`src/design/bt_params.svh`:
```
// constants for the bus timeout timer block
`ifndef BT_PARAMS_SVH
`define BT_PARAMS_SVH

// ----------------------------------------
// register offsets
// ----------------------------------------
`define BT_OFS_HOLD_DATA 5'h10
`define BT_OFS_STRETCH_DATA 5'h12
`define BT_OFS_SYSCON_DATA 5'h14
`define BT_OFS_CONTROL 5'h16

// ----------------------------------------
// control field layout
// ----------------------------------------
`define BT_SEL_HI 7
`define BT_SEL_LO 6
`define BT_MODE_HI 5
`define BT_MODE_LO 0
`define BT_MODE_PATTERN 6'h34

// ----------------------------------------
// reset values
// ----------------------------------------
`define BT_COUNT_RESET 16'h0000

// ----------------------------------------
// timing
// ----------------------------------------
`define BT_CLK_PERIOD_NS 40
`define BT_FAST_PERIOD_NS 100
`define BT_SLOW_PERIOD_NS 800
`define BT_SLOW_DIV (`BT_SLOW_PERIOD_NS / `BT_FAST_PERIOD_NS)

`endif

```
`src/design/bt_pkg.sv`:
```
// types for the bus timeout timer block
package bt_pkg;

  // byte write from the host i/o port
  typedef struct packed {
    logic sel;
    logic wr;
    logic [4:0] addr;
    logic [7:0] data;
  } bt_wr_t;

  // bus activity levels
  typedef struct packed {
    logic syscon;
    logic exp_cyc;
    logic host_pend;
    logic xfer_busy;
    logic hold_active;
  } bt_bus_t;

  // timer select codes
  typedef enum logic [1:0] {
    BT_SEL_HOLD = 2'h0,
    BT_SEL_STRETCH = 2'h1,
    BT_SEL_SYSCON = 2'h2,
    BT_SEL_RSVD = 2'h3
  } bt_sel_t;

  // byte loader states
  typedef enum logic [2:0] {
    BT_LD_IDLE = 3'h1,
    BT_LD_LSB = 3'h2,
    BT_LD_MSB = 3'h4
  } bt_ld_state_t;

endpackage

```
`src/design/bt_down_counter.sv`:
```
// reloadable down counter with expiry flag
`timescale 1ns/100ps
`default_nettype none
module bt_down_counter #(
  parameter int WIDTH = 16
) (
  // clock and reset
  input wire logic clk_in,
  input wire logic rst_in,
  // control
  input wire logic tick_in,
  input wire logic start_in,
  input wire logic run_in,
  input wire logic armed_in,
  input wire logic [WIDTH-1:0] load_in,
  // status
  output logic expired_out
);

  logic [WIDTH-1:0] cnt_reg;

  // ----------------------------------------
  // count and expiry
  // ----------------------------------------
  always_ff @(posedge clk_in) begin
    if (rst_in) begin
      cnt_reg <= '0;
      expired_out <= 1'b0;
    end else if (start_in) begin
      cnt_reg <= load_in;
      expired_out <= 1'b0;
    end else if (!run_in || !armed_in) begin
      expired_out <= 1'b0;
    end else if (tick_in && !expired_out) begin
      if (cnt_reg <= WIDTH'(1)) begin
        expired_out <= 1'b1;
      end else begin
        cnt_reg <= cnt_reg - WIDTH'(1);
      end
    end
  end

endmodule // bt_down_counter
`default_nettype wire

```
`src/design/bt_timers.sv`:
```
// three bus timeout timers with byte-wide load port
`timescale 1ns/100ps
`default_nettype none
`include "bt_params.svh"
module bt_timers #(
  parameter int COUNT_W = 16
) (
  // clock and reset
  input wire logic CLK_IN,
  input wire logic RST_IN,
  // host i/o write port
  input wire bt_pkg::bt_wr_t BUS_WR_IN,
  // bus activity pins
  input wire bt_pkg::bt_bus_t BUS_PINS_IN,
  // bus control
  output logic RELEASE_BUS_OUT,
  output logic HOST_RETRY_OUT,
  output logic EXP_BERR_OUT,
  // status
  output logic [2:0] TIMER_ARMED_OUT
);
  import bt_pkg::*;

  // ----------------------------------------
  // pin synchronisers
  // ----------------------------------------
  bt_bus_t s1_reg;
  bt_bus_t s2_reg;
  bt_bus_t s3_reg;
  bt_bus_t bus_reg;
  bt_bus_t bus_prev_reg;

  always_ff @(posedge CLK_IN) begin
    if (RST_IN) begin
      s1_reg <= '0;
      s2_reg <= '0;
      s3_reg <= '0;
    end else begin
      s1_reg <= BUS_PINS_IN;
      s2_reg <= s1_reg;
      s3_reg <= s2_reg;
    end
  end

  // level accepted once stages two and three agree
  always_ff @(posedge CLK_IN) begin
    if (RST_IN) begin
      bus_reg <= '0;
    end else begin
      for (int i = 0; i < $bits(bt_bus_t); i++) begin
        if (s2_reg[i] == s3_reg[i]) begin
          bus_reg[i] <= s3_reg[i];
        end
      end
    end
  end

  always_ff @(posedge CLK_IN) begin
    if (RST_IN) begin
      bus_prev_reg <= '0;
    end else begin
      bus_prev_reg <= bus_reg;
    end
  end

  // ----------------------------------------
  // time bases
  // ----------------------------------------
  localparam logic [7:0] ACC_STEP = 8'(`BT_CLK_PERIOD_NS);
  localparam logic [7:0] ACC_WRAP = 8'(`BT_FAST_PERIOD_NS);
  localparam logic [3:0] SLOW_LAST = 4'(`BT_SLOW_DIV - 1);

  logic [7:0] acc_reg;
  logic fast_tick_reg;
  logic [3:0] slow_cnt_reg;
  logic slow_tick_reg;

  // fractional divider, averages one tick per 100 ns
  always_ff @(posedge CLK_IN) begin
    if (RST_IN) begin
      acc_reg <= '0;
      fast_tick_reg <= 1'b0;
    end else if (acc_reg + ACC_STEP >= ACC_WRAP) begin
      acc_reg <= acc_reg + ACC_STEP - ACC_WRAP;
      fast_tick_reg <= 1'b1;
    end else begin
      acc_reg <= acc_reg + ACC_STEP;
      fast_tick_reg <= 1'b0;
    end
  end

  // slow tick, every eighth fast tick
  always_ff @(posedge CLK_IN) begin
    if (RST_IN) begin
      slow_cnt_reg <= '0;
      slow_tick_reg <= 1'b0;
    end else if (fast_tick_reg) begin
      slow_cnt_reg <= (slow_cnt_reg == SLOW_LAST) ? 4'h0 : slow_cnt_reg + 4'h1;
      slow_tick_reg <= (slow_cnt_reg == SLOW_LAST);
    end else begin
      slow_tick_reg <= 1'b0;
    end
  end

  // ----------------------------------------
  // write decode
  // ----------------------------------------
  function automatic logic hit(input bt_wr_t w, input logic [4:0] ofs);
    hit = w.sel && w.wr && (w.addr == ofs);
  endfunction

  logic ctrl_wr;
  logic [2:0] data_wr;
  bt_sel_t ctrl_sel;

  assign ctrl_wr = hit(BUS_WR_IN, `BT_OFS_CONTROL);
  assign data_wr[0] = hit(BUS_WR_IN, `BT_OFS_HOLD_DATA);
  assign data_wr[1] = hit(BUS_WR_IN, `BT_OFS_STRETCH_DATA);
  assign data_wr[2] = hit(BUS_WR_IN, `BT_OFS_SYSCON_DATA);
  assign ctrl_sel = bt_sel_t'(BUS_WR_IN.data[`BT_SEL_HI:`BT_SEL_LO]);

  // ----------------------------------------
  // byte loader
  // ----------------------------------------
  bt_ld_state_t ld_state_reg;
  logic [1:0] ld_sel_reg;
  logic [7:0] lsb_reg;
  logic [COUNT_W-1:0] load_reg [3];
  logic [2:0] armed_reg;
  logic sel_wr;

  assign sel_wr = data_wr[ld_sel_reg];

  always_ff @(posedge CLK_IN) begin
    if (RST_IN) begin
      ld_state_reg <= BT_LD_IDLE;
      ld_sel_reg <= 2'h0;
    end else if (ctrl_wr) begin
      if (ctrl_sel != BT_SEL_RSVD) begin
        ld_sel_reg <= ctrl_sel;
      end
      ld_state_reg <= (ctrl_sel == BT_SEL_RSVD) ? BT_LD_IDLE : BT_LD_LSB;
    end else begin
      case (ld_state_reg)
        BT_LD_LSB: begin
          if (sel_wr) begin
            ld_state_reg <= BT_LD_MSB;
          end
        end
        BT_LD_MSB: begin
          if (sel_wr) begin
            ld_state_reg <= BT_LD_IDLE;
          end
        end
        default: begin
          ld_state_reg <= BT_LD_IDLE;
        end
      endcase
    end
  end

  always_ff @(posedge CLK_IN) begin
    if (RST_IN) begin
      lsb_reg <= 8'h00;
    end else if (ld_state_reg == BT_LD_LSB && sel_wr && !ctrl_wr) begin
      lsb_reg <= BUS_WR_IN.data;
    end
  end

  // control write disarms the chosen timer until both bytes land
  always_ff @(posedge CLK_IN) begin
    if (RST_IN) begin
      armed_reg <= 3'h0;
      for (int i = 0; i < 3; i++) begin
        load_reg[i] <= `BT_COUNT_RESET;
      end
    end else if (ctrl_wr) begin
      if (ctrl_sel != BT_SEL_RSVD) begin
        armed_reg[ctrl_sel] <= 1'b0;
      end
    end else if (ld_state_reg == BT_LD_MSB && sel_wr) begin
      load_reg[ld_sel_reg] <= {BUS_WR_IN.data, lsb_reg};
      armed_reg[ld_sel_reg] <= 1'b1;
    end
  end

  // ----------------------------------------
  // timers
  // ----------------------------------------
  logic hold_exp;
  logic stretch_exp;
  logic syscon_exp;

  bt_down_counter #(.WIDTH(COUNT_W)) hold_timer (
    .clk_in(CLK_IN),
    .rst_in(RST_IN),
    .tick_in(fast_tick_reg),
    .start_in(bus_reg.hold_active && !bus_prev_reg.hold_active),
    .run_in(bus_reg.hold_active),
    .armed_in(armed_reg[0]),
    .load_in(load_reg[0]),
    .expired_out(hold_exp)
  );

  bt_down_counter #(.WIDTH(COUNT_W)) stretch_timer (
    .clk_in(CLK_IN),
    .rst_in(RST_IN),
    .tick_in(fast_tick_reg),
    .start_in(bus_reg.host_pend && !bus_prev_reg.host_pend),
    .run_in(bus_reg.host_pend),
    .armed_in(armed_reg[1]),
    .load_in(load_reg[1]),
    .expired_out(stretch_exp)
  );

  bt_down_counter #(.WIDTH(COUNT_W)) syscon_timer (
    .clk_in(CLK_IN),
    .rst_in(RST_IN),
    .tick_in(slow_tick_reg),
    .start_in(bus_reg.exp_cyc && !bus_prev_reg.exp_cyc),
    .run_in(bus_reg.exp_cyc && bus_reg.syscon),
    .armed_in(armed_reg[2]),
    .load_in(load_reg[2]),
    .expired_out(syscon_exp)
  );

  // ----------------------------------------
  // bus actions
  // ----------------------------------------
  logic release_next;
  logic retry_next;
  logic berr_next;

  // release waits for the transfer in flight, holds until tenure ends
  assign release_next = bus_reg.hold_active &&
    (RELEASE_BUS_OUT || (hold_exp && !bus_reg.xfer_busy));
  // abort only the host side; expansion transfer is left running
  assign retry_next = bus_reg.host_pend && stretch_exp;
  assign berr_next = bus_reg.exp_cyc && bus_reg.syscon && syscon_exp;

  always_ff @(posedge CLK_IN) begin
    if (RST_IN) begin
      RELEASE_BUS_OUT <= 1'b0;
    end else begin
      RELEASE_BUS_OUT <= release_next;
    end
  end

  always_ff @(posedge CLK_IN) begin
    if (RST_IN) begin
      HOST_RETRY_OUT <= 1'b0;
    end else begin
      HOST_RETRY_OUT <= retry_next;
    end
  end

  always_ff @(posedge CLK_IN) begin
    if (RST_IN) begin
      EXP_BERR_OUT <= 1'b0;
    end else begin
      EXP_BERR_OUT <= berr_next;
    end
  end

  always_ff @(posedge CLK_IN) begin
    if (RST_IN) begin
      TIMER_ARMED_OUT <= 3'h0;
    end else begin
      TIMER_ARMED_OUT <= armed_reg;
    end
  end
endmodule // bt_timers
`default_nettype wire

```
`config.mk`:
```
export PLATFORM = sky130hd
export DESIGN_NAME = bt_timers
export DESIGN_NICKNAME = d
export VERILOG_FILES = /design/src/design/bt_pkg.sv /design/src/design/bt_down_counter.sv /design/src/design/bt_timers.sv
export VERILOG_INCLUDE_DIRS = /design/src /design/src/design
export SDC_FILE = /design/constraint.sdc
export NUM_CORES = 1
export LEC_CHECK = 0
export BUFFER_PORTS_ARGS = -buffer_cell sky130_fd_sc_hd__buf_2
export CAP_MARGIN = 30
export CORE_UTILIZATION = 35
export DETAILED_ROUTE_END_ITERATION = 6
export PLACE_DENSITY_LB_ADDON = 0.25
export RECOVER_POWER = 25
export SLEW_MARGIN = 20
export SYNTH_ARGS = -nofsm -noshare
export SYNTH_HDL_FRONTEND = slang
export SYNTH_SLANG_ARGS = --single-unit
```
`constraint.sdc`:
```
create_clock -name CLK_IN -period 4.5 [get_ports CLK_IN]
set_input_delay 0.675 -clock CLK_IN [delete_from_list [all_inputs] [get_ports CLK_IN]]
set_output_delay 0.675 -clock CLK_IN [all_outputs]
set_load 0.03 [all_outputs]
```
# After elaboration in Yosys (flattened, before gate mapping)

Memories as Yosys holds them, arrays and structs flattened.
Cells that the tools add are included.

RAM bits: 48
Word-level logic and storage cells: 178
Memories: 1
Output and inout bits: 6
Register bits after elaboration: 110

Bitwise gates (word level): 4
Equality and inequality tests: 23
Mux-type cells: 38
Reductions and logical operators: 57
Add/subtract/negate cells: 6
$lt $le $gt $ge: 8

Memories:

| name     | depth | width | read ports | clocked after memory_dff | write ports | RTL line         | RTL |
|---|---|---|---|---|---|---|---|
| load_reg | 3     | 16    | 3          | 0                        | 3           | bt_timers.sv:128 | `logic [COUNT_W-1:0] load_reg [3];` |

Operator list:

| cell                                                                              | number |
|---|---|
| 16-bit two-way mux                                                                | 13 |
| 16-bit by 1-bit less-or-equal comparator with 1-bit output, second input constant | 3 |
| 16-bit by 1-bit subtractor with 16-bit output, second input constant              | 3 |
| 1-bit logical AND                                                                 | 21 |
| 5-bit equality test, second input constant                                        | 4 |
| 3-bit two-way mux                                                                 | 6 |
| 16-bit OR reduction                                                               | 1 |
| 1-bit logical NOT                                                                 | 14 |
| 2-bit by 1-bit inequality test with 1-bit output, second input constant           | 7 |
| 2-bit AND reduction                                                               | 6 |
| 1-bit two-way mux                                                                 | 11 |
| 3-bit AND reduction                                                               | 3 |
| 3-bit OR reduction                                                                | 3 |
| 8-bit by 6-bit adder with 8-bit output, second input constant                     | 1 |
| 8-bit by 7-bit >= comparator with 1-bit output, second input constant             | 1 |
| 8-bit two-way mux                                                                 | 1 |
| 2-bit nonzero test                                                                | 4 |
| 8-bit by 7-bit subtractor with 8-bit output, second input constant                | 1 |
| 2-bit by 3-bit < comparator with 1-bit output, second input constant              | 2 |
| 3-bit inequality test, second input constant                                      | 2 |
| 3-bit one-hot mux with 2 select lines                                             | 1 |
| 1-bit equality test                                                               | 5 |
| 4-bit by 1-bit adder with 4-bit output, second input constant                     | 1 |
| 1-bit demux with 2-bit select                                                     | 2 |
| 15 further kinds                                                                  | 20 |

# Longest topological paths before layout

Word-level depth: 11
Gate-level depth with buffers: 8
Gate-level depth less buffers: 7

# By module

A second synthesis with hierarchy kept.

Cell total of the unflattened synthesis: 713
Area total of the unflattened synthesis: 7329.5 um2

By module, submodules not included:

| module          | cells an instance | times used | area an instance (um2) | seq. area each (um2) |
|---|---|---|---|---|
| bt_timers       | 341               | 1          | 4101.4                 | 2582.5 |
| bt_down_counter | 124               | 3          | 1076.0                 | 340.3 |

# Worst setup path before layout

OpenSTA, ideal clock, no wires.

Path type: in2reg
Start: input BUS_WR_IN[8] in the netlist's numbering
End: memory load_reg[2][0], enable pin
Data required time: 4.166 ns
Slack: 2.182 ns
Arrival: 1.985 ns
Stages: 6
Path through: nor2_1 > nand4_1 > nor2_1 > and3_1 > clkbuf_1 > or2_2

RTL lines:

| item            | RTL line         | RTL |
|---|---|---|
| start, declared | bt_timers.sv:12  | `input wire bt_pkg::bt_wr_t BUS_WR_IN,` |
| end, declared   | bt_timers.sv:128 |  |

# Worst setup path after layout

Start: register syscon_timer.cnt_reg[8]
End: register syscon_timer.cnt_reg[1]

Longest elaborated chain between the ends: 3

RTL lines:

| item                                                              | RTL line              | RTL |
|---|---|---|
| start, declared                                                   | bt_down_counter.sv:20 | `logic [WIDTH-1:0] cnt_reg;` |
| start signal, assigned                                            | bt_down_counter.sv:30 | `cnt_reg <= load_in;` |
| start signal, assigned                                            | bt_down_counter.sv:38 | `cnt_reg <= cnt_reg - WIDTH'(1);` |
| 16-bit by 1-bit less-or-equal comparator with 1-bit output        | bt_down_counter.sv:35 | `if (cnt_reg <= WIDTH'(1)) begin` |
| 2-bit by 1-bit inequality test with 1-bit output (no source line) | --                    |  |
| 3-bit AND reduction (no source line)                              | --                    |  |

No other way between the ends.
A chain may end at the register's enable or synchronous reset.

==> impl_results.md <==
- Netlist Area Pre-Place: 6868 um2
- Max reg flops: 48
- Largest net degree at the start of global routing: 70
- IO Port Bufs: 27
- Grt ovf: 0
- Final antenna-violating net count: 0
- Io pins: 28
- Worst Skew: 0.006802 ns
- Most common cell in the netlist: dfxtp_1
- Post-synth EDFFs: 48
- Main synth FF type: dfxtp_1
- Max-cap violations: 0
- Critical Path Fanout Max: 12
- F_max: 394.6 MHz
- GRT Resource Usage Total: 0.1563
- R2R depth: 5
- Via density per instance: 5.145
- Vias in the first global route: 4919
- R2R Path End: syscon_timer.cnt_reg[1]
- CTS Hold Bufs: 0
- Critical path's slowest cell: nor4_4
- DRT Wirelength: 14950 um
- Yosys top cell area share: 0.3148
- Routability cong.: 0.8332
- Yosys warns: 0
- Post-CTS sizing: 0
- Post-CTS Setup Bufs: 0
- Startpoint Class: flip-flop
- Num Clock Sinks: 156
- Max stage delay on crit path: 0.70 ns
- Bufs and invs on worst path: 0
- Req. time, crit path: 4.81 ns
- Final Max Tran Viols: 0
- Period utilisation layout: 0.5631
- Asr flop ratio synth: 0
- Worst Path Arrival: 2.85 ns
- Synth area leaders: dfxtp_1 (31%), edfxtp_1 (21%), and2_1 (4.6%), xnor2_1 (3.7%), a21oi_1 (3.4%)
- Layout cells sized above 1: 0.1047
- Fin Hold WS: 0.4353 ns
- Clk Latency, worst-skew pair: 0.42 ns
- HP Class: flip-flop to flip-flop
- Footprint of the multi-input gates: 3094 um2
- Starting density of the core: 0.3623
- Via Count: 5022
- Crit-path cells: or4_1 -> nor4_4 -> a21oi_2 -> or2_0 -> a32o_1
- Cell row count: 50
- Cell family with most CP delay: simple AND/OR/NAND/NOR gates
- Commonest cells post-synth: dfxtp_1 (108), nor2_1 (52), and2_1 (50)
- Die width: 142.1 um
- RSZ-0062 raised after global routing: no
- Initial detailed-routing violation count: 247
- Yosys reg bits: 156
- Avg Inst Size Synth: 10.08 um2
- Die Y-Extent: 142.1 um
- Finish-stage setup viols: 0
- Register area share after synthesis: 0.5247
- CTS Root Cell: clkbuf_16
- Yosys top cell by area: dfxtp_1
- Initial antenna violation count: 0
- H-tree levels: 4
- Post-Syn Nets: 714
- Crit. End Element: flip-flop
- Netlist cell types: 62
- Num CTS Buffers: 17
- CTS tree: yes
- Critical path startpoint: syscon_timer.cnt_reg[8]
- Hold Fails Final Rpt: 0
- Max-slew headroom: 0.3445
- VDD IR max: 0.2760 mV
- Post-DR wirelength/cell: 15.32 um
- R2R Path Start: syscon_timer.cnt_reg[8]
- HP Start: bus_prev_reg[0]
- CP Depth: 5
- Diode count: 0
- Fill cells: 1845
- Die ar.: 20190 um2
- CP endpoint: syscon_timer.cnt_reg[1]
- Crit Path Category: flip-flop to flip-flop
- Reg2reg setup slack: 1.97 ns
- Nets@finish: 736
- Post-route DRC violation count: 0
- Power Dens Cells: 414.8 nW/um2
- Mapped Cells: 681
- Register area: 3603 um2
- Area delta synth->final: 13.94%
- Fin Setup TNS: 0 ns
- Min cycle time layout: 2.534 ns
- First-pass GRT wire length: 24520 um
- CTS clk-pin slew, worst paths: 0.06 ns
- Core Region: 18960 um2
- Final HPWL DP: 10200 um
- Lkg Pwr: 2.732 nW
- DRT Pass-1 Iters: 4
- Worst slew pin tran: 0.9832 ns
- Clock buffer depth: 2
- Status: finished clean
[worst min-delay path: cells and delay by family (launching register included)]
kind,cells,cell delay [ns]
DFF,1,0.30
and+or+nand+nor,2,0.10
[per-stage QoR]
stage	std cells	area, um2	setup WS (ns)	power [mW]	util
floorplan	681	6868	2.182	1.803	-
global placement	942	7241	1.688	1.872	0.3820
detailed placement	943	7252	1.559	1.885	0.3826
CTS	975	7826	1.981	3.282	0.4129
global route	976	7825	1.778	3.380	0.4128
finish	976	7825	1.966	3.246	0.4128
[cell families after synthesis]
| kind of cell | after synthesis | share of synthesized area |
|---|---|---|
| AO/OA/AOI/OAI | 146 | 0.1299 |
| XOR/XNOR | 35 | 0.04463 |
| adder cells (fa/ha/maj) | 11 | 0.02004 |
| buffers and inverters | 45 | 0.02478 |
| flip-flops | 156 | 0.5247 |
| multiplexers | 15 | 0.02241 |
| AND/OR/NAND/NOR | 273 | 0.2336 |
[report_power, final]
part / total, mW / switching [mW] / internal [mW] / leakage [nW]
registers: 1.56 / 0.0605 / 1.50 / 1.37
clock network: 1.39 / 0.578 / 0.815 / 0.263
logic: 0.289 / 0.166 / 0.122 / 1.10
total: 3.25 / 0.805 / 2.44 / 2.73
[area by class of cell]
cell class                 count  share of cell area
multi-input combinational    480              0.3954
clock buffer                  18             0.05484
sequential                   156              0.4605
inverter                      16            0.007675
tap                          260             0.04157
timing repair buffer          32             0.02143
clock inverter                14             0.01855
[placed cells by master, fill, tap and decap left out, drive strengths merged, types with 11 or more instances in the layout]
master	n
dfxtp	108
nor2	52
and2	50
edfxtp	48
a21oi	48
o21ai	44
nand2	31
xnor2	29
nor3	27
clkbuf	27
nor2b	24
buf	23
inv	18
nor4	17
a211oi	13
mux2i	12
nand3	11
ha	11
[routing by layer]
metal,share of wire,GRT usage,vias up
li1,-,-,2520
met4,0.021,0.06904,0
met1,0.46,0.1933,2401
met5,0,0,-
met2,0.49,0.2585,81
met3,0.030,0.03735,20
[worst min-delay path by stage]
stage          slack (ns)  depth (start not counted)                      to
5_1_grt              0.44                          2  hold_timer.expired_out
3_3_place_gp         0.42                          1               s2_reg[1]
2_1_floorplan        0.41                          1               s2_reg[0]
3_5_place_dp         0.43                          2  hold_timer.expired_out
4_1_cts              0.44                          2  hold_timer.expired_out
6_report             0.44                          2  hold_timer.expired_out
Power figures use the tool's default switching activity.
